**src/lcdpp_pkg.sv**
```systemverilog
// shared constants, register map and helpers for the polarity and pump clock generator
package lcdpp_pkg;
    // apb register byte offsets
    localparam logic [11:0] LCDPP_CTRL_OFF    = 12'h000;
    localparam logic [11:0] LCDPP_STATUS_OFF  = 12'h004;
    localparam logic [11:0] LCDPP_LINES_OFF   = 12'h008;
    localparam logic [11:0] LCDPP_FLIPS_OFF   = 12'h00C;

    // ctrl fields
    localparam int          LCDPP_CTRL_SOFT_OFF = 0;
    localparam int          LCDPP_CTRL_OVR_EN   = 1;
    localparam int          LCDPP_CTRL_OVR_LSB  = 4;
    localparam logic [7:0]  LCDPP_CTRL_RESET    = 8'h00;
    localparam logic [7:0]  LCDPP_CTRL_MASK     = 8'hF3;

    // status fields
    localparam int          LCDPP_ST_POLARITY   = 0;
    localparam int          LCDPP_ST_PUMP_RUN   = 1;
    localparam int          LCDPP_ST_DISCHARGE  = 2;
    localparam int          LCDPP_ST_MODE_6X    = 3;
    localparam int          LCDPP_ST_LINE_LOST  = 4;
    localparam int          LCDPP_ST_IVL_LSB    = 8;

    // interval range in line periods
    localparam logic [4:0]  LCDPP_IVL_OFFSET    = 5'h02;
    localparam logic [4:0]  LCDPP_IVL_MAX       = 5'h11;

    // missing line pulse watchdog
    localparam int          LCDPP_CLK_MHZ       = 100;
    localparam int          LCDPP_LOST_TIME_US  = 1000;
    localparam int          LCDPP_LOST_CYC      = LCDPP_LOST_TIME_US * LCDPP_CLK_MHZ;

    typedef enum logic {
        LCDPP_MODE_5X,
        LCDPP_MODE_6X
    } lcdpp_mode_e;

    // line periods between reversals for a 4 bit setting
    function automatic logic [4:0] lcdpp_interval_lines(input logic [3:0] sel);
        return {1'b0, sel} + LCDPP_IVL_OFFSET;
    endfunction : lcdpp_interval_lines
endpackage : lcdpp_pkg

```
**src/lcdpp_polarity.sv**
```systemverilog
// frame polarity generator counting line pulses
`timescale 1ns/1ps
module lcdpp_polarity
    import lcdpp_pkg::*;
(
    input  wire logic       pclk,
    input  wire logic       presetn,
    input  wire logic       line_edge,
    input  wire logic [3:0] interval_sel,
    output logic            polarity_r,
    output logic            flip_pulse
);
    logic [4:0] cnt_r;
    logic [4:0] limit;

    assign limit      = lcdpp_interval_lines(interval_sel);
    // >= keeps the count bounded when the setting shrinks mid interval
    assign flip_pulse = line_edge && (cnt_r + 5'h01 >= limit);

    always_ff @(posedge pclk or negedge presetn) begin
        if (!presetn) begin
            cnt_r <= 5'h00;
        end else if (flip_pulse) begin
            cnt_r <= 5'h00;
        end else if (line_edge) begin
            cnt_r <= cnt_r + 5'h01;
        end
    end

    always_ff @(posedge pclk or negedge presetn) begin
        if (!presetn) begin
            polarity_r <= 1'b0;
        end else if (flip_pulse) begin
            polarity_r <= ~polarity_r;
        end
    end
endmodule : lcdpp_polarity

```
**src/lcdpp_pump_clk.sv**
```systemverilog
// charge pump clock derived from line pulses with stop control
`timescale 1ns/1ps
module lcdpp_pump_clk
    import lcdpp_pkg::*;
(
    input  wire logic pclk,
    input  wire logic presetn,
    input  wire logic line_edge,
    input  wire logic pump_enable,
    output logic      pump_clk_r,
    output logic      pump_run_r
);
    always_ff @(posedge pclk or negedge presetn) begin
        if (!presetn) begin
            pump_clk_r <= 1'b0;
        end else if (!pump_enable) begin
            pump_clk_r <= 1'b0;
        end else if (line_edge) begin
            pump_clk_r <= ~pump_clk_r;
        end
    end

    always_ff @(posedge pclk or negedge presetn) begin
        if (!presetn) begin
            pump_run_r <= 1'b0;
        end else begin
            pump_run_r <= pump_enable;
        end
    end
endmodule : lcdpp_pump_clk

```
**src/lcdpp_top.sv**
```systemverilog
// polarity and charge pump timing generator with apb control
//
// The register addresses and the APB slave port were left to the implementer.
`timescale 1ns/1ps

//Contract
// - polarity timing uses only the incoming line pulse, one line as unit.
// - four select inputs set reversal interval from 2 to 17 lines.
// - inverted polarity output is always the exact complement of polarity.
// - pump clock is derived from line pulses, no free oscillator.
// - display off low stops pump clock and all conversion activity.
// - two step-up modes: five times and six times.
// - power off or display off enables row negative rail discharge.
// - mode pin low gives five times, high gives six times.
module lcdpp_top
    import lcdpp_pkg::*;
#(
    parameter int LOST_CYC = LCDPP_LOST_CYC
) (
    input  wire logic        pclk,
    input  wire logic        presetn,
    input  wire logic        psel,
    input  wire logic        penable,
    input  wire logic        pwrite,
    input  wire logic [11:0] paddr,
    input  wire logic [31:0] pwdata,
    input  wire logic [3:0]  pstrb,
    output logic             pready,
    output logic [31:0]      prdata,
    output logic             pslverr,
    input  wire logic        line_pulse,
    input  wire logic [3:0]  interval_select,
    input  wire logic        display_off_n,
    input  wire logic        pump_mode_select,
    output logic             polarity_out,
    output logic             polarity_out_n,
    output logic             pump_clk,
    output logic             pump_run,
    output logic             pump_mode_6x,
    output logic             row_negative_rail_discharge
);
    logic        line_d_r;
    logic        line_edge;
    logic [7:0]  ctrl_r;
    logic [3:0]  interval_eff;
    logic        pump_enable;
    logic        polarity_r;
    logic        flip_pulse;
    logic        pump_clk_r;
    logic        pump_run_r;
    lcdpp_mode_e mode_r;
    logic        discharge_r;
    logic        line_lost_r;
    logic [31:0] lost_cnt_r;
    logic [31:0] lines_r;
    logic [31:0] flips_r;
    logic [31:0] prdata_r;
    logic        setup;
    logic        access;
    logic        wr_ok;
    logic        addr_hit;
    logic        addr_ro;
    logic [31:0] status_word;
    logic        clear_lost;

    // line pulse is synchronous; act on its rising edge only
    always_ff @(posedge pclk or negedge presetn) begin
        if (!presetn) begin
            line_d_r <= 1'b0;
        end else begin
            line_d_r <= line_pulse;
        end
    end
    assign line_edge = line_pulse && !line_d_r;

    assign interval_eff = ctrl_r[LCDPP_CTRL_OVR_EN] ? ctrl_r[LCDPP_CTRL_OVR_LSB +: 4] : interval_select;
    // software off acts like the display off pin
    assign pump_enable  = display_off_n && !ctrl_r[LCDPP_CTRL_SOFT_OFF];

    lcdpp_polarity u_polarity (
        .pclk         (pclk),
        .presetn      (presetn),
        .line_edge    (line_edge),
        .interval_sel (interval_eff),
        .polarity_r   (polarity_r),
        .flip_pulse   (flip_pulse)
    );

    lcdpp_pump_clk u_pump_clk (
        .pclk         (pclk),
        .presetn      (presetn),
        .line_edge    (line_edge),
        .pump_enable  (pump_enable),
        .pump_clk_r   (pump_clk_r),
        .pump_run_r   (pump_run_r)
    );

    assign polarity_out   = polarity_r;
    assign polarity_out_n = ~polarity_r;
    assign pump_clk       = pump_clk_r;
    assign pump_run       = pump_run_r;

    // mode pin is a strap; sampled every cycle after reset release
    always_ff @(posedge pclk or negedge presetn) begin
        if (!presetn) begin
            mode_r <= LCDPP_MODE_5X;
        end else begin
            mode_r <= pump_mode_select ? LCDPP_MODE_6X : LCDPP_MODE_5X;
        end
    end
    assign pump_mode_6x = (mode_r == LCDPP_MODE_6X);

    // discharge is held during reset so a power-off also bleeds the rail
    always_ff @(posedge pclk or negedge presetn) begin
        if (!presetn) begin
            discharge_r <= 1'b1;
        end else begin
            discharge_r <= !pump_enable;
        end
    end
    assign row_negative_rail_discharge = discharge_r;

    // watchdog for a controller that stops sending line pulses
    always_ff @(posedge pclk or negedge presetn) begin
        if (!presetn) begin
            lost_cnt_r <= 32'h0000_0000;
        end else if (line_edge) begin
            lost_cnt_r <= 32'h0000_0000;
        end else if (lost_cnt_r < LOST_CYC) begin
            lost_cnt_r <= lost_cnt_r + 32'h0000_0001;
        end
    end

    // sticky; a new timeout beats a software clear in the same cycle
    always_ff @(posedge pclk or negedge presetn) begin
        if (!presetn) begin
            line_lost_r <= 1'b0;
        end else if (lost_cnt_r == LOST_CYC - 1) begin
            line_lost_r <= 1'b1;
        end else if (clear_lost) begin
            line_lost_r <= 1'b0;
        end
    end

    always_ff @(posedge pclk or negedge presetn) begin
        if (!presetn) begin
            lines_r <= 32'h0000_0000;
        end else if (line_edge) begin
            lines_r <= lines_r + 32'h0000_0001;
        end
    end

    always_ff @(posedge pclk or negedge presetn) begin
        if (!presetn) begin
            flips_r <= 32'h0000_0000;
        end else if (flip_pulse) begin
            flips_r <= flips_r + 32'h0000_0001;
        end
    end

    // apb slave: zero wait states, read data latched in the setup cycle
    assign setup    = psel && !penable;
    assign access   = psel && penable;
    assign addr_hit = (paddr == LCDPP_CTRL_OFF) || (paddr == LCDPP_STATUS_OFF) ||
                      (paddr == LCDPP_LINES_OFF) || (paddr == LCDPP_FLIPS_OFF);
    assign addr_ro  = (paddr == LCDPP_LINES_OFF) || (paddr == LCDPP_FLIPS_OFF);
    assign pready   = 1'b1;
    assign pslverr  = access && (!addr_hit || (pwrite && addr_ro));
    assign wr_ok    = access && pwrite && addr_hit && !addr_ro;
    assign clear_lost = wr_ok && (paddr == LCDPP_STATUS_OFF) && pstrb[0] && pwdata[LCDPP_ST_LINE_LOST];

    always_comb begin
        status_word = 32'h0000_0000;
        status_word[LCDPP_ST_POLARITY]  = polarity_r;
        status_word[LCDPP_ST_PUMP_RUN]  = pump_run_r;
        status_word[LCDPP_ST_DISCHARGE] = discharge_r;
        status_word[LCDPP_ST_MODE_6X]   = pump_mode_6x;
        status_word[LCDPP_ST_LINE_LOST] = line_lost_r;
        status_word[LCDPP_ST_IVL_LSB +: 5] = lcdpp_interval_lines(interval_eff);
    end

    always_ff @(posedge pclk or negedge presetn) begin
        if (!presetn) begin
            ctrl_r <= LCDPP_CTRL_RESET;
        end else if (wr_ok && (paddr == LCDPP_CTRL_OFF) && pstrb[0]) begin
            ctrl_r <= pwdata[7:0] & LCDPP_CTRL_MASK;
        end
    end

    always_ff @(posedge pclk or negedge presetn) begin
        if (!presetn) begin
            prdata_r <= 32'h0000_0000;
        end else if (setup && !pwrite) begin
            case (paddr)
                LCDPP_CTRL_OFF:   prdata_r <= {24'h00_0000, ctrl_r};
                LCDPP_STATUS_OFF: prdata_r <= status_word;
                LCDPP_LINES_OFF:  prdata_r <= lines_r;
                LCDPP_FLIPS_OFF:  prdata_r <= flips_r;
                default:          prdata_r <= 32'h0000_0000;
            endcase
        end
    end
    assign prdata = prdata_r;
endmodule : lcdpp_top

```
**config.mk**
```make
export PLATFORM = sky130hd
export DESIGN_NAME = lcdpp_top
export DESIGN_NICKNAME = d
export VERILOG_FILES = /design/src/lcdpp_pkg.sv /design/src/lcdpp_polarity.sv /design/src/lcdpp_pump_clk.sv /design/src/lcdpp_top.sv
export SDC_FILE = /design/constraint.sdc
export NUM_CORES = 1
export LEC_CHECK = 0
export BUFFER_PORTS_ARGS = -buffer_cell sky130_fd_sc_hd__buf_2
export CAP_MARGIN = 20
export CORE_MARGIN = 10
export CORE_UTILIZATION = 55
export DETAILED_ROUTE_END_ITERATION = 7
export GPL_TIMING_DRIVEN = 1
export HOLD_SLACK_MARGIN = 0.05
export PLACE_DENSITY = 0.85
export RECOVER_POWER = 100
export SKIP_CTS_REPAIR_TIMING = 1
export SLEW_MARGIN = 15
export SYNTH_ARGS = -nofsm -noshare
export SYNTH_HDL_FRONTEND = slang
export SYNTH_SLANG_ARGS = --single-unit
```
**constraint.sdc**
```tcl
create_clock -name pclk -period 3.6 [get_ports pclk]
set_input_delay 0.18 -clock pclk [delete_from_list [all_inputs] [get_ports pclk]]
set_output_delay 0.18 -clock pclk [all_outputs]
set_load 0.05 [all_outputs]
```
Word-level counts from Yosys, hierarchy flattened
Cells that the tools add are included.
- register bits after elaboration: 146
- input bits: 60
- output and inout port bits: 40
- logic and storage cells: 70
- add/subtract/negate cells: 5
- order comparisons: 2
- eq/ne operators: 5
- multiplexer cells: 11
- bitwise operators: 2
- reduce and logical (&&, ||, !) cells: 32
- operators with widths (operator ; number):
    32-bit one-hot mux with 4 select lines ; 1
    32-bit by 1-bit adder with 32-bit output, second input constant ; 3
    32-bit 2-to-1 mux ; 2
    32-bit by 17-bit equality test with 1-bit output, second input constant ; 1
    32-bit by 17-bit less-than comparator with 1-bit output, second input constant ; 1
    12-bit by 4-bit equality test with 1-bit output, second input constant ; 2
    1-bit logical AND ; 16
    12-bit by 3-bit equality test with 1-bit output, second input constant ; 1
    12-bit logical NOT ; 1
    5-bit 2-to-1 mux ; 2
    1-bit logical NOT ; 7
    2-bit nonzero test ; 3
    4-bit by 2-bit adder with 5-bit output, second input constant ; 1
    5-bit by 1-bit adder with 5-bit output, second input constant ; 1
    5-bit greater-or-equal comparator ; 1
    1-bit logical OR ; 5
    1-bit 2-to-1 mux ; 5
    4-bit 2-to-1 mux ; 1
    2-bit inequality test, second input constant ; 1
    1-bit NOT ; 2

Logic depth before layout (Yosys ltp)
Gate-level depths: netlist (run 1).
- depth in word-level cells: 11
- gate-level depth with buffers: 12

Modules after synthesis
From an unflattened synthesis (run 1), not the netlist that was laid out.
- cell total of the unflattened synthesis: 658
- area, all modules: 6976.7 um2
- modules (own cells, without submodules) (module ; instances ; cells an instance ; area each (um2) ; sequential area each (um2)):
    lcdpp_top ; 1 ; 603 ; 6408.6 ; 3454.6
    lcdpp_polarity ; 1 ; 51 ; 503.0 ; 150.1
    lcdpp_pump_clk ; 1 ; 4 ; 65.1 ; 50.0

Worst setup path before layout (run 1)
Ideal clock, no wire load.
- path kind: reg2reg
- from: register ctrl_r[1]
- to: register flips_r[26]
- library setup time: 132 ps
- data arrival time: 2734 ps
- data required time: 3468 ps
- setup slack: 734 ps
- cell stages (with the launch flop): 13
- cell sequence: dfrtp_1 > clkbuf_1 > mux2_2 > ha_1 > inv_1 > ha_1 > a21o_1 > a31oi_1 > o21a_1 > clkbuf_1 > buf_1 > nor3_1 > xor2_1
- word-level cells in the longest chain between the ends: 4
- RTL lines (what ; RTL line ; text):
    start, declared ; lcdpp_top.sv:44 ; logic [7:0] ctrl_r;
    start signal, assigned ; lcdpp_top.sv:186 ; ctrl_r <= pwdata[7:0] & LCDPP_CTRL_MASK;
    4-bit 2-to-1 mux ; lcdpp_top.sv:76 ; assign interval_eff = ctrl_r[LCDPP_CTRL_OVR_EN] ? ctrl_r[LCDPP_CTRL_OVR_LSB +: 4] : interval_select;
    4-bit by 2-bit adder with 5-bit output ; lcdpp_pkg.sv:40 ; return {1'b0, sel} + LCDPP_IVL_OFFSET;
    5-bit greater-or-equal comparator ; lcdpp_polarity.sv:18 ; assign flip_pulse = line_edge && (cnt_r + 5'h01 >= limit);
    1-bit logical AND ; lcdpp_polarity.sv:18 ;
    end signal, assigned ; lcdpp_top.sv:157 ; flips_r <= flips_r + 32'h0000_0001;
    end, declared ; lcdpp_top.sv:56 ; logic [31:0] flips_r;
No other way between the ends.
A chain may end at the register's enable or synchronous reset.

Worst setup path after layout (run 1)
- from: register ctrl_r[1]
- to: register flips_r[1]
Same word-level chain as after synthesis.

==> results of run 1 <==
[routing by layer]
layer / up-vias / GRT usage, % / share of wire, %
li1: 2502 / - / -
met1: 2751 / 22.4 / 41
met2: 241 / 31.6 / 51
met3: 36 / 4.61 / 6.1
met4: 0 / 7.52 / 1.7
met5: - / 0 / 0
[per-stage QoR]
step,worst slack [ps],std cells
2_1_floorplan,734,651
3_3_place_gp,714,860
3_5_place_dp,632,860
4_1_cts,618,892
5_1_grt,220,903
6_report,421,903
[power breakdown]
| group | switching (W) | internal (W) | leakage, nW |
|---|---|---|---|
| Sequential | 0.000142 | 0.00174 | 1.98 |
| Combinational | 0.000432 | 0.000206 | 1.39 |
| Clock | 0.000650 | 0.00132 | 0.333 |
| Total | 0.00122 | 0.00327 | 3.71 |
[cell usage in the layout, fill, tap and decap left out, types with 15 or more instances in the layout]
master,synthesis,routed
dfrtp_1,145,145
nand2_1,65,65
xnor2_1,47,47
clkbuf_1,32,47
nand3_1,33,33
and3_1,29,29
o21ai_0,26,28
buf_2,1,28
xor2_1,22,22
nand4_1,21,22
a21oi_1,21,21
a221o_1,19,19
clkbuf_16,0,17
nor4_1,13,15
and2_0,1,15
[sequential cells by signal, indices dropped and copies added (netlist names)]
| signal | cells |
|---|---|
| lines_r | 32 |
| u_polarity.polarity_r | 1 |
| pump_mode_6x | 1 |
| prdata | 32 |
| flips_r | 32 |
| ctrl_r | 6 |
| lost_cnt_r | 32 |
| line_lost_r | 1 |
| u_pump_clk.pump_run_r | 1 |
| u_polarity.cnt_r | 5 |
| row_negative_rail_discharge | 1 |
| line_d_r | 1 |
| u_pump_clk.pump_clk_r | 1 |
[worst max-delay path: cells and delay by family, from the launching register on]
| family | cells | cell delay [ps] |
|---|---|---|
| buffers and inverters | 2 | 650 |
| DFF | 1 | 460 |
| AOI/OAI and AO/OA | 3 | 310 |
| adders and majority gates | 2 | 600 |
| muxes | 2 | 770 |
| and+or+nand+nor | 1 | 270 |
[final timing paths]
path | slack, ps | endpoint | cells after the start
hold / removal | 250 | line_lost_r$_DFFE_PN0P_ | 4
min in group asynchronous | 1230 | lines_r[8]$_DFFE_PN0P_ | 2
setup / recovery | 420 | flips_r[1]$_DFFE_PN0P_ | 10
setup reg to reg | 420 | flips_r[1]$_DFFE_PN0P_ | 10
max in group asynchronous | 760 | flips_r[24]$_DFFE_PN0P_ | 2
hold reg to reg | 480 | flips_r[27]$_DFFE_PN0P_ | 1
[area by class of cell]
cell class	instances	area, sq um	area share [%]
Clock buffer	23	498	6.14
Clock inverter	9	174	2.14
Inverter	7	26.3	0.324
Multi-Input combinational cell	461	3100	38.2
Sequential cell	146	3650	45.0
Tap cell	168	210	2.59
Timing Repair Buffer	89	450	5.55
[logic make-up after synthesis]
family	share of synthesized area [%]
buffers and inverters	2.45
AO/OA/AOI/OAI	9.82
other	0.0540
flip-flops	52.6
XOR/XNOR	8.70
AND/OR/NAND/NOR	21.7
multiplexers	2.85
adder cells (fa/ha/maj)	1.80
==> metrics.csv, run 1 <==
stage,metric,value,unit
run_status,status,finished with violations,
run_status,violations,"max-capacitance violations, max-slew violations",
worst_hold_path,min_path_type,in -> reg,
floorplan,rows,40,
yosys,synth_common_cells,"dfrtp_1, nand2_1, xnor2_1",
power,p_leak,3.71,nW
grt,grt_use_total,18.8,%
worst_hold_path,min_from,pstrb[0],
finish,fillCellCount,914,
grt,grt_pass1_wl,27300,um
placement,post_dp_cell_area,7440,sq um
yosys,synth.cell_area,6950,sq um
timing,hold_viol,0,
grt,grt_max_degree,131,
floorplan,core_area,12200,sq um
timing,maxSlewViolCount,168,
flow_run,maxCapViolCount,2,
clock_tree,clk_pin_slew_worst_paths,50,ps
finish,layout.nets,792,
yosys,synth.most_common_cell,dfrtp_1,
timing,tightest_slew,2780,ps
setup_path,critPathMaxFanout,18,
power,irDropWorstVdd,0.332,mV
setup_path,cp.required,3900,ps
route,via_per_inst,6.12,
floorplan,die_height,132,um
setup_path,path_cells,mux2_1 -> ha_1 -> inv_1 -> ha_1 -> a21o_1 -> a31oi_1 -> o21ai_0 -> clkbuf_1 -> nand2_1 -> mux2_2,
clock_tree,cts_tree,built,
finish,layout-drive-gt1-share,10.9,%
setup_path,slowest_stage,clkbuf_1,
timing,finalClockSkew,9.75,ps
clock_tree,numClockSinks,146,
route,first_iter_violations,490,
clock_tree,clk_latency,430,ps
floorplan,pin_count,100,
route,wirelength,16700,um
clock_tree,clk_path_buf_depth,2,
yosys,synth_ff_type,dfrtp_1,
timing,max_freq,315,MHz
yosys,synth-edff-count,0,
grt,grt_pass1_vias,5462,
yosys,ys_seq_area_share,52.6,%
timing,period_minus_slack,3180,ps
yosys,synthArstFlopShare,100,%
timing,setup_viol,0,
yosys,synth_area_leaders,"dfrtp_1, xnor2_1, nand2_1",
clock_tree,cts_root_buffer,clkbuf_16,
yosys,synth_nets,721,
setup_path,start_kind,flop,
route,drc,0,
floorplan,dieArea,17500,sq um
route,wl_per_cell,18.5,um
placement,dp_hpwl,11100,um
placement,place.gp.congestion,0.904,
timing,finalCritPeriodShare,88.3,%
finish,syn2layout_area_growth,16.8,%
floorplan,start_util,56.9,%
route,vias,5530,
yosys,ys_seq_elements,146,
setup_path,critPathArrivalTime,3480,ps
setup_path,critical_path.most_common_cell,ha_1,
setup_path,setup.worst_path.start,ctrl_r[1]$_DFFE_PN0P_,
placement,portBuffers,69,
setup_path,crit_type,reg -> reg,
yosys,synthCells,651,
timing,relSlewSlack,-85.1,%
setup_path,reg2reg_from,ctrl_r[1]$_DFFE_PN0P_,
route,firstDrtPassIters,6,
finish,antenna_cells,0,
yosys,synthDominantCellAreaShare,52.2,%
finish,final_core_util,66.5,%
power,power_density,553,nW/um^2
clock_tree,cts_buffers,17,
route,antenna_left,0,
floorplan,chipWidth,132,um
timing,setup_tns,0,ps
finish,fin_area,8120,sq um
setup_path,critPathCaptureType,flop,
yosys,syn_avg_cell_area,10.7,sq um
setup_path,cpPeakStageDelay,590,ps
clock_tree,htreeDepth,4,
yosys,yosys_warnings,0,
grt,grt_remaining_overflow,0,
yosys,yosysUniqueCellTypes,53,
yosys,synth_top_area_cell,dfrtp_1,
power,fin_total_pwr,0.00449,W
timing,fin_hold_ws,249,ps
grt,antenna_found_initial,0,
timing,rsz0062_at_grt,no,
No activity file was read; power rests on OpenSTA's default activity.
==> run 2, diff against run 1 <==
Settings changed: SYNTH_HIERARCHICAL from default to 1.
==> run 2 against run 1 <==
Effect of this change: the run still ends with max-capacitance violations, max-slew violations left; core utilization down 2.0 points; flip-flop and latch count unchanged; combinational power rose by 6.0%; setup slack got worse by 69 ps; register-to-register slack got worse by 70 ps; synthesized cell count is 1.1% higher; clock skew about the same; sequential power about the same; global-route usage rose by 0.42 points; sequential share of layout area up 0.27 points; die area is 0.38% higher; wire length decreased by 2.4%.
==> metrics.csv, run 2 <==
stage,metric,value,unit,change
run_status,status,finished with violations,,
run_status,violations,"max-capacitance violations, max-slew violations",,
timing,finalCritPeriodShare,90.2,%,+1.9 points
clock_tree,cts_root_buffer,clkbuf_16,,
finish,fillCellCount,986,,+7.9%
floorplan,die_height,133,um,+0.19%
placement,dp_hpwl,11200,um,+0.19%
route,drc,0,,unchanged
route,firstDrtPassIters,7,,+1
timing,rsz0062_at_grt,no,,
placement,portBuffers,69,,unchanged
clock_tree,clk_latency,430,ps,about the same
finish,syn2layout_area_growth,15.7,%,
finish,layout.nets,815,,+2.9%
floorplan,core_area,12500,sq um,+2.5%
yosys,synth_top_area_cell,dfrtp_1,,
grt,grt_remaining_overflow,0,,unchanged
clock_tree,cts_tree,built,,
yosys,synthArstFlopShare,100,%,unchanged
timing,period_minus_slack,3250,ps,+69.5 ps
power,switching_share,28.2,%,+0.99 points
yosys,synth_nets,729,,+1.1%
finish,final_core_util,64.5,%,-2.0 points
power,power_frac_seq,43.8,%,+1.8 points
finish,multi_input_area,3120,sq um,+0.61%
timing,maxSlewViolCount,119,,-29%
power,p_leak,3.73,nW,+0.43%
clock_tree,clk_pin_slew_worst_paths,60,ps,about the same
yosys,ys_seq_area_share,52.4,%,-0.24 points
power,p_int,0.00309,W,-5.4%
clock_tree,clk_path_buf_depth,2,,unchanged
setup_path,start_kind,flop,,
power,pwr-share-comb,15.7,%,+1.5 points
floorplan,dieArea,17600,sq um,+0.38%
yosys,syn_avg_cell_area,10.6,sq um,-0.62%
grt,grt_max_degree,94,,-28%
placement,place.gp.congestion,0.865,,-4.4%
timing,relSlewSlack,-50.2,%,+35 points
yosys,synth_ff_type,dfrtp_1,,
grt,antenna_found_initial,0,,unchanged
yosys,synth.cell_area,6980,sq um,+0.45%
route,wl_per_cell,17.5,um,-5.2%
finish,final_cell_mix,"dfrtp_1, nand2_1, clkbuf_1",,
yosys,synth_area_leaders,"dfrtp_1, xnor2_1, nand2_1",,
grt,grt_pass1_vias,5568,,+1.9%
finish,layout-drive-gt1-share,12.2,%,+1.3 points
timing,max_freq,308,MHz,-2.1%
clock_tree,htreeDepth,4,,unchanged
setup_path,crit_type,reg -> reg,,
setup_path,critPathArrivalTime,3570,ps,+90 ps
setup_path,critPathCaptureType,flop,,
yosys,yosysUniqueCellTypes,55,,+3.8%
power,switching_power,0.00122,W,-0.57%
route,via_per_inst,5.77,,-5.8%
timing,setup_viol,0,,unchanged
timing,fin_hold_ws,227,ps,-21.6 ps
yosys,yosys_warnings,6,,+6
route,vias,5362,,-3.0%
yosys,synth-edff-count,0,,unchanged
grt,grt_use_total,19.2,%,+0.42 points
finish,seqCellArea,3660,sq um,about the same
finish,antenna_cells,0,,unchanged
yosys,synth.most_common_cell,dfrtp_1,,
timing,setup_tns,0,ps,unchanged
timing,tightest_slew,2250,ps,-523 ps
worst_hold_path,min_path_type,in -> reg,,
route,wirelength,16300,um,-2.4%
floorplan,rows,41,,+2.5%
setup_path,critPathMaxFanout,7,,-11
route,antenna_left,0,,unchanged
floorplan,pin_count,100,,unchanged
yosys,ys_seq_elements,146,,unchanged
timing,hold_viol,0,,unchanged
finish,final_common_cell,dfrtp_1,,
timing,finalClockSkew,9.45,ps,-0.297 ps
yosys,synthDominantCellAreaShare,52.0,%,-0.23 points
grt,grt_pass1_wl,27800,um,+1.7%
route,first_iter_violations,500,,+2.0%
clock_tree,numClockSinks,146,,unchanged
power,clkPwrFrac,40.6,%,-3.2 points
flow_run,maxCapViolCount,2,,unchanged
power,irDropWorstVdd,0.406,mV,+22%
power,power_density,534,nW/um^2,-3.5%
yosys,synth_common_cells,"dfrtp_1, nand2_1, xnor2_1",,
setup_path,cp.required,3920,ps,+20 ps
floorplan,chipWidth,133,um,+0.19%
clock_tree,cts_buffers,17,,unchanged
yosys,synthCells,658,,+1.1%
floorplan,start_util,55.7,%,-1.1 points
-- run 2: logic make-up after synthesis --
logic type      Yosys count  synth area share [%]
xor+xnor                 72                  9.04
buf+inv                  35                  2.33
mux                      41                  6.69
other cells               1                0.0538
simple gates            266                  19.5
compound gates           86                  8.05
flops                   146                  52.4
fa+ha+maj                11                  1.97
-- run 2: power by group through the flow --
| stage | sequential [W] | clock, W | combinational (W) |
|---|---|---|---|
| floorplan | 0.00191 | 0 | 0.000477 |
| CTS | 0.00188 | 0.00176 | 0.000683 |
| global placement | 0.00190 | 0 | 0.000632 |
| detailed placement | 0.00191 | 0 | 0.000670 |
| global route | 0.00190 | 0.00185 | 0.000751 |
| finish | 0.00189 | 0.00175 | 0.000676 |
-- run 2: layout make-up --
type	instances	area share (%)
Sequential cell	146	45.3
Timing Repair Buffer	87	5.38
Clock buffer	19	5.61
Tap cell	172	2.67
Clock inverter	13	1.66
Inverter	15	0.698
Multi-Input combinational cell	477	38.7
-- run 2: metrics by stage --
step	instance area, sq um	std cells	setup WS [ps]	total power (W)
CTS	8080	919	299	0.00432
detailed placement	7500	887	322	0.00258
global placement	7500	887	445	0.00253
finish	8070	929	352	0.00431
floorplan	6980	658	352	0.00238
global route	8070	929	48.8	0.00450
-- run 2: worst paths after layout --
path	startpoint	to	slack, ps	cells after the start
worst max register to register	ctrl_r[1]$_DFFE_PN0P_	flips_r[31]$_DFFE_PN0P_	350	14
worst min-delay path	paddr[10]	prdata[6]$_DFFE_PN0P_	230	4
worst max-delay path	ctrl_r[1]$_DFFE_PN0P_	flips_r[31]$_DFFE_PN0P_	350	14
min in group asynchronous	presetn	flips_r[11]$_DFFE_PN0P_	930	2
max in group asynchronous	presetn	lost_cnt_r[16]$_DFFE_PN0P_	920	3
worst min register to register	flips_r[31]$_DFFE_PN0P_	flips_r[31]$_DFFE_PN0P_	470	1
-- run 2: layer usage --
metal  vias up  wire, um  part of all wire, %  GRT usage, %
li1       2485         -                    -             -
met1      2682      6440                   40          21.5
met2       161      8660                   53          33.8
met3        34       795                  4.9          5.45
met4         0       400                  2.5          7.33
met5         -         0                    0             0
-- run 2: worst max-delay path, cell delays in order, from the launching register on --
cell	delay, ps
dfrtp_2	420
mux2_2	430
ha_1	310
inv_1	40
ha_1	310
a21o_1	130
a31oi_1	30
o21ai_0	150
buf_4	170
nand4_1	210
nor2_1	180
buf_4	190
and4_1	290
nand4_1	130
xnor2_1	140
==> run 3, diff against run 2 <==
Settings changed: CORE_ASPECT_RATIO from default to 1.2.
==> run 3 against run 2 <==
Effect of this change: the flow still finishes with violations (max-capacitance violations, max-slew violations); highest routed layer unchanged; sequential share of layout area is 0.38 points lower; die area is 0.11% higher; via count is 0.45% higher.
==> metrics.csv, run 3 (synthesized netlist as in run 2, its figures left out) <==
stage,metric,value,unit,change
setup_path,slowest_stage,dfrtp_2,,
setup_path,cp.required,3920,ps,about the same
finish,syn2layout_area_growth,16.6,%,
clock_tree,clk_pin_slew_worst_paths,60,ps,about the same
route,drc,0,,unchanged
clock_tree,cts_tree,built,,
timing,setup_viol,0,,unchanged
flow_run,maxCapViolCount,2,,unchanged
power,switching_power,0.00122,W,+0.16%
route,wirelength,16800,um,+3.1%
run_status,violations,"max-capacitance violations, max-slew violations",,
setup_path,path_cells,mux2_2 -> ha_1 -> inv_1 -> ha_1 -> a21o_1 -> a31oi_1 -> o21ai_0 -> buf_4 -> nand4_1 -> nor2_1 -> buf_4 -> and4_1 -> nand4_1 -> xnor2_1,,
setup_path,start_kind,flop,,
clock_tree,cts_root_buffer,clkbuf_16,,
timing,max_freq,293,MHz,-4.9%
grt,grt_pass1_wl,27200,um,-2.0%
finish,final_core_util,64.8,%,+0.35 points
floorplan,chipWidth,123,um,-7.4%
finish,antenna_cells,0,,unchanged
power,p_leak,3.78,nW,+1.3%
power,pwr-share-comb,15.3,%,-0.4 points
finish,final_cell_mix,"dfrtp_1, nand2_1, xnor2_1",,
timing,tightest_slew,2570,ps,+321 ps
run_status,status,finished with violations,,
floorplan,rows,45,,+9.8%
setup_path,critPathArrivalTime,3730,ps,+160 ps
placement,place.gp.congestion,0.851,,-1.6%
clock_tree,htreeDepth,4,,unchanged
route,via_per_inst,5.85,,+1.4%
finish,layout.nets,814,,-0.12%
route,wl_per_cell,18.3,um,+4.1%
grt,grt_pass1_vias,5498,,-1.3%
setup_path,cpPeakStageDelay,440,ps,about the same
clock_tree,clk_latency,430,ps,about the same
route,firstDrtPassIters,5,,-2
clock_tree,cts_buffers,17,,unchanged
floorplan,die_height,143,um,+8.1%
finish,layout-drive-gt1-share,12.2,%,+0.016 points
timing,hold_viol,0,,unchanged
timing,setup_tns,0,ps,unchanged
grt,grt_use_total,19.5,%,+0.27 points
route,antenna_left,0,,unchanged
grt,grt_max_degree,108,,+15%
power,irDropWorstVdd,0.463,mV,+14%
power,switching_share,26.7,%,-1.5 points
floorplan,pin_count,100,,unchanged
power,power_density,560,nW/um^2,+5.0%
setup_path,cpLargestDelayFamily,simple AND/OR/NAND/NOR gates,,
route,first_iter_violations,519,,+3.8%
power,power_frac_seq,41.5,%,-2.3 points
grt,grt_remaining_overflow,0,,unchanged
floorplan,dieArea,17600,sq um,+0.11%
clock_tree,numClockSinks,146,,unchanged
timing,relSlewSlack,-71.6,%,-21 points
timing,rsz0062_at_grt,no,,
power,clkPwrFrac,43.2,%,+2.6 points
setup_path,crit_type,reg -> reg,,
setup_path,cp.buffers_inverters,3,,unchanged
timing,finalClockSkew,6.55,ps,-2.90 ps
grt,antenna_found_initial,0,,unchanged
worst_hold_path,min_path_type,in -> reg,,
timing,period_minus_slack,3420,ps,+167 ps
clock_tree,clk_path_buf_depth,2,,unchanged
placement,portBuffers,69,,unchanged
power,p_int,0.00334,W,+8.1%
placement,dp_hpwl,11300,um,+1.6%
floorplan,core_area,12600,sq um,+0.31%
setup_path,critPathMaxFanout,7,,unchanged
finish,final_common_cell,dfrtp_1,,
route,vias,5386,,+0.45%
timing,finalCritPeriodShare,94.9,%,+4.6 points
floorplan,start_util,55.6,%,-0.17 points
setup_path,critPathCaptureType,flop,,
timing,maxSlewViolCount,148,,+24%
==> run 3: cell count changes in the layout (fill, tap and decap cells not counted), sizes merged <==
cell | before | now
bufinv | 2 | 5
buf | 29 | 31
clkinvlp | 3 | 1
inv | 16 | 15
clkinv | 7 | 4
==> run 3: worst reg2reg max path, cell delays in order, from the launching register on <==
cell	delay [ps]
dfrtp_2	440
mux2_2	440
ha_1	310
inv_1	40
ha_1	330
a21o_1	170
a31oi_1	50
o21ai_0	230
buf_4	200
nand4_1	190
nor2_1	150
buf_4	170
and4_1	300
nand4_1	140
xnor2_1	140
==> run 3: power by group through the flow <==
stage / registers, W / logic, W / clock network [W]
2_1_floorplan: 0.00191 / 0.000477 / 0
3_3_place_gp: 0.00190 / 0.000637 / 0
3_5_place_dp: 0.00191 / 0.000679 / 0
4_1_cts: 0.00189 / 0.000693 / 0.00197
5_1_grt: 0.00191 / 0.000761 / 0.00206
6_report: 0.00189 / 0.000699 / 0.00197
==> run 3: worst paths after layout <==
check                                              from                      end  slack [ps]  cells past startpoint
worst max register to register    ctrl_r[1]$_DFFE_PN0P_  flips_r[31]$_DFFE_PN0P_         180                     14
worst min register to register  flips_r[31]$_DFFE_PN0P_  flips_r[31]$_DFFE_PN0P_         470                      1
worst min-delay path                               psel    prdata[4]$_DFFE_PN0P_         230                      4
min in group asynchronous                       presetn   prdata[20]$_DFFE_PN0P_        1050                      2
max in group asynchronous                       presetn    ctrl_r[1]$_DFFE_PN0P_         810                      3
worst max-delay path              ctrl_r[1]$_DFFE_PN0P_  flips_r[31]$_DFFE_PN0P_         180                     14
==> run 3: final cells by class <==
class | instances | area, sq um
flip-flops and latches | 146 | 3660
repair buffers | 86 | 438
multi-input cells | 477 | 3120
fillers | 947 | 4420
clock inverters | 10 | 178
clock buffers | 22 | 484
inverters | 15 | 56.3
well taps | 164 | 205
==> run 3: layer usage <==
layer	global-route usage (%)	up-vias	wire length [um]
li1	-	2488	-
met1	22.9	2727	6770
met2	33.6	140	8850
met3	5.06	31	908
met4	6.40	0	274
met5	0	-	0
==> run 3: through the flow <==
step	worst slack [ps]	std cells	instance area (sq um)	hold WS, ps	total power, W
final	185	920	8140	233	0.00456
after floorplan	352	658	6980	-116	0.00238
after global placement	334	878	7480	290	0.00254
after CTS	169	910	8140	-141	0.00455
after detailed placement	255	878	7480	297	0.00259
after global routing	9.41	920	8140	272	0.00473
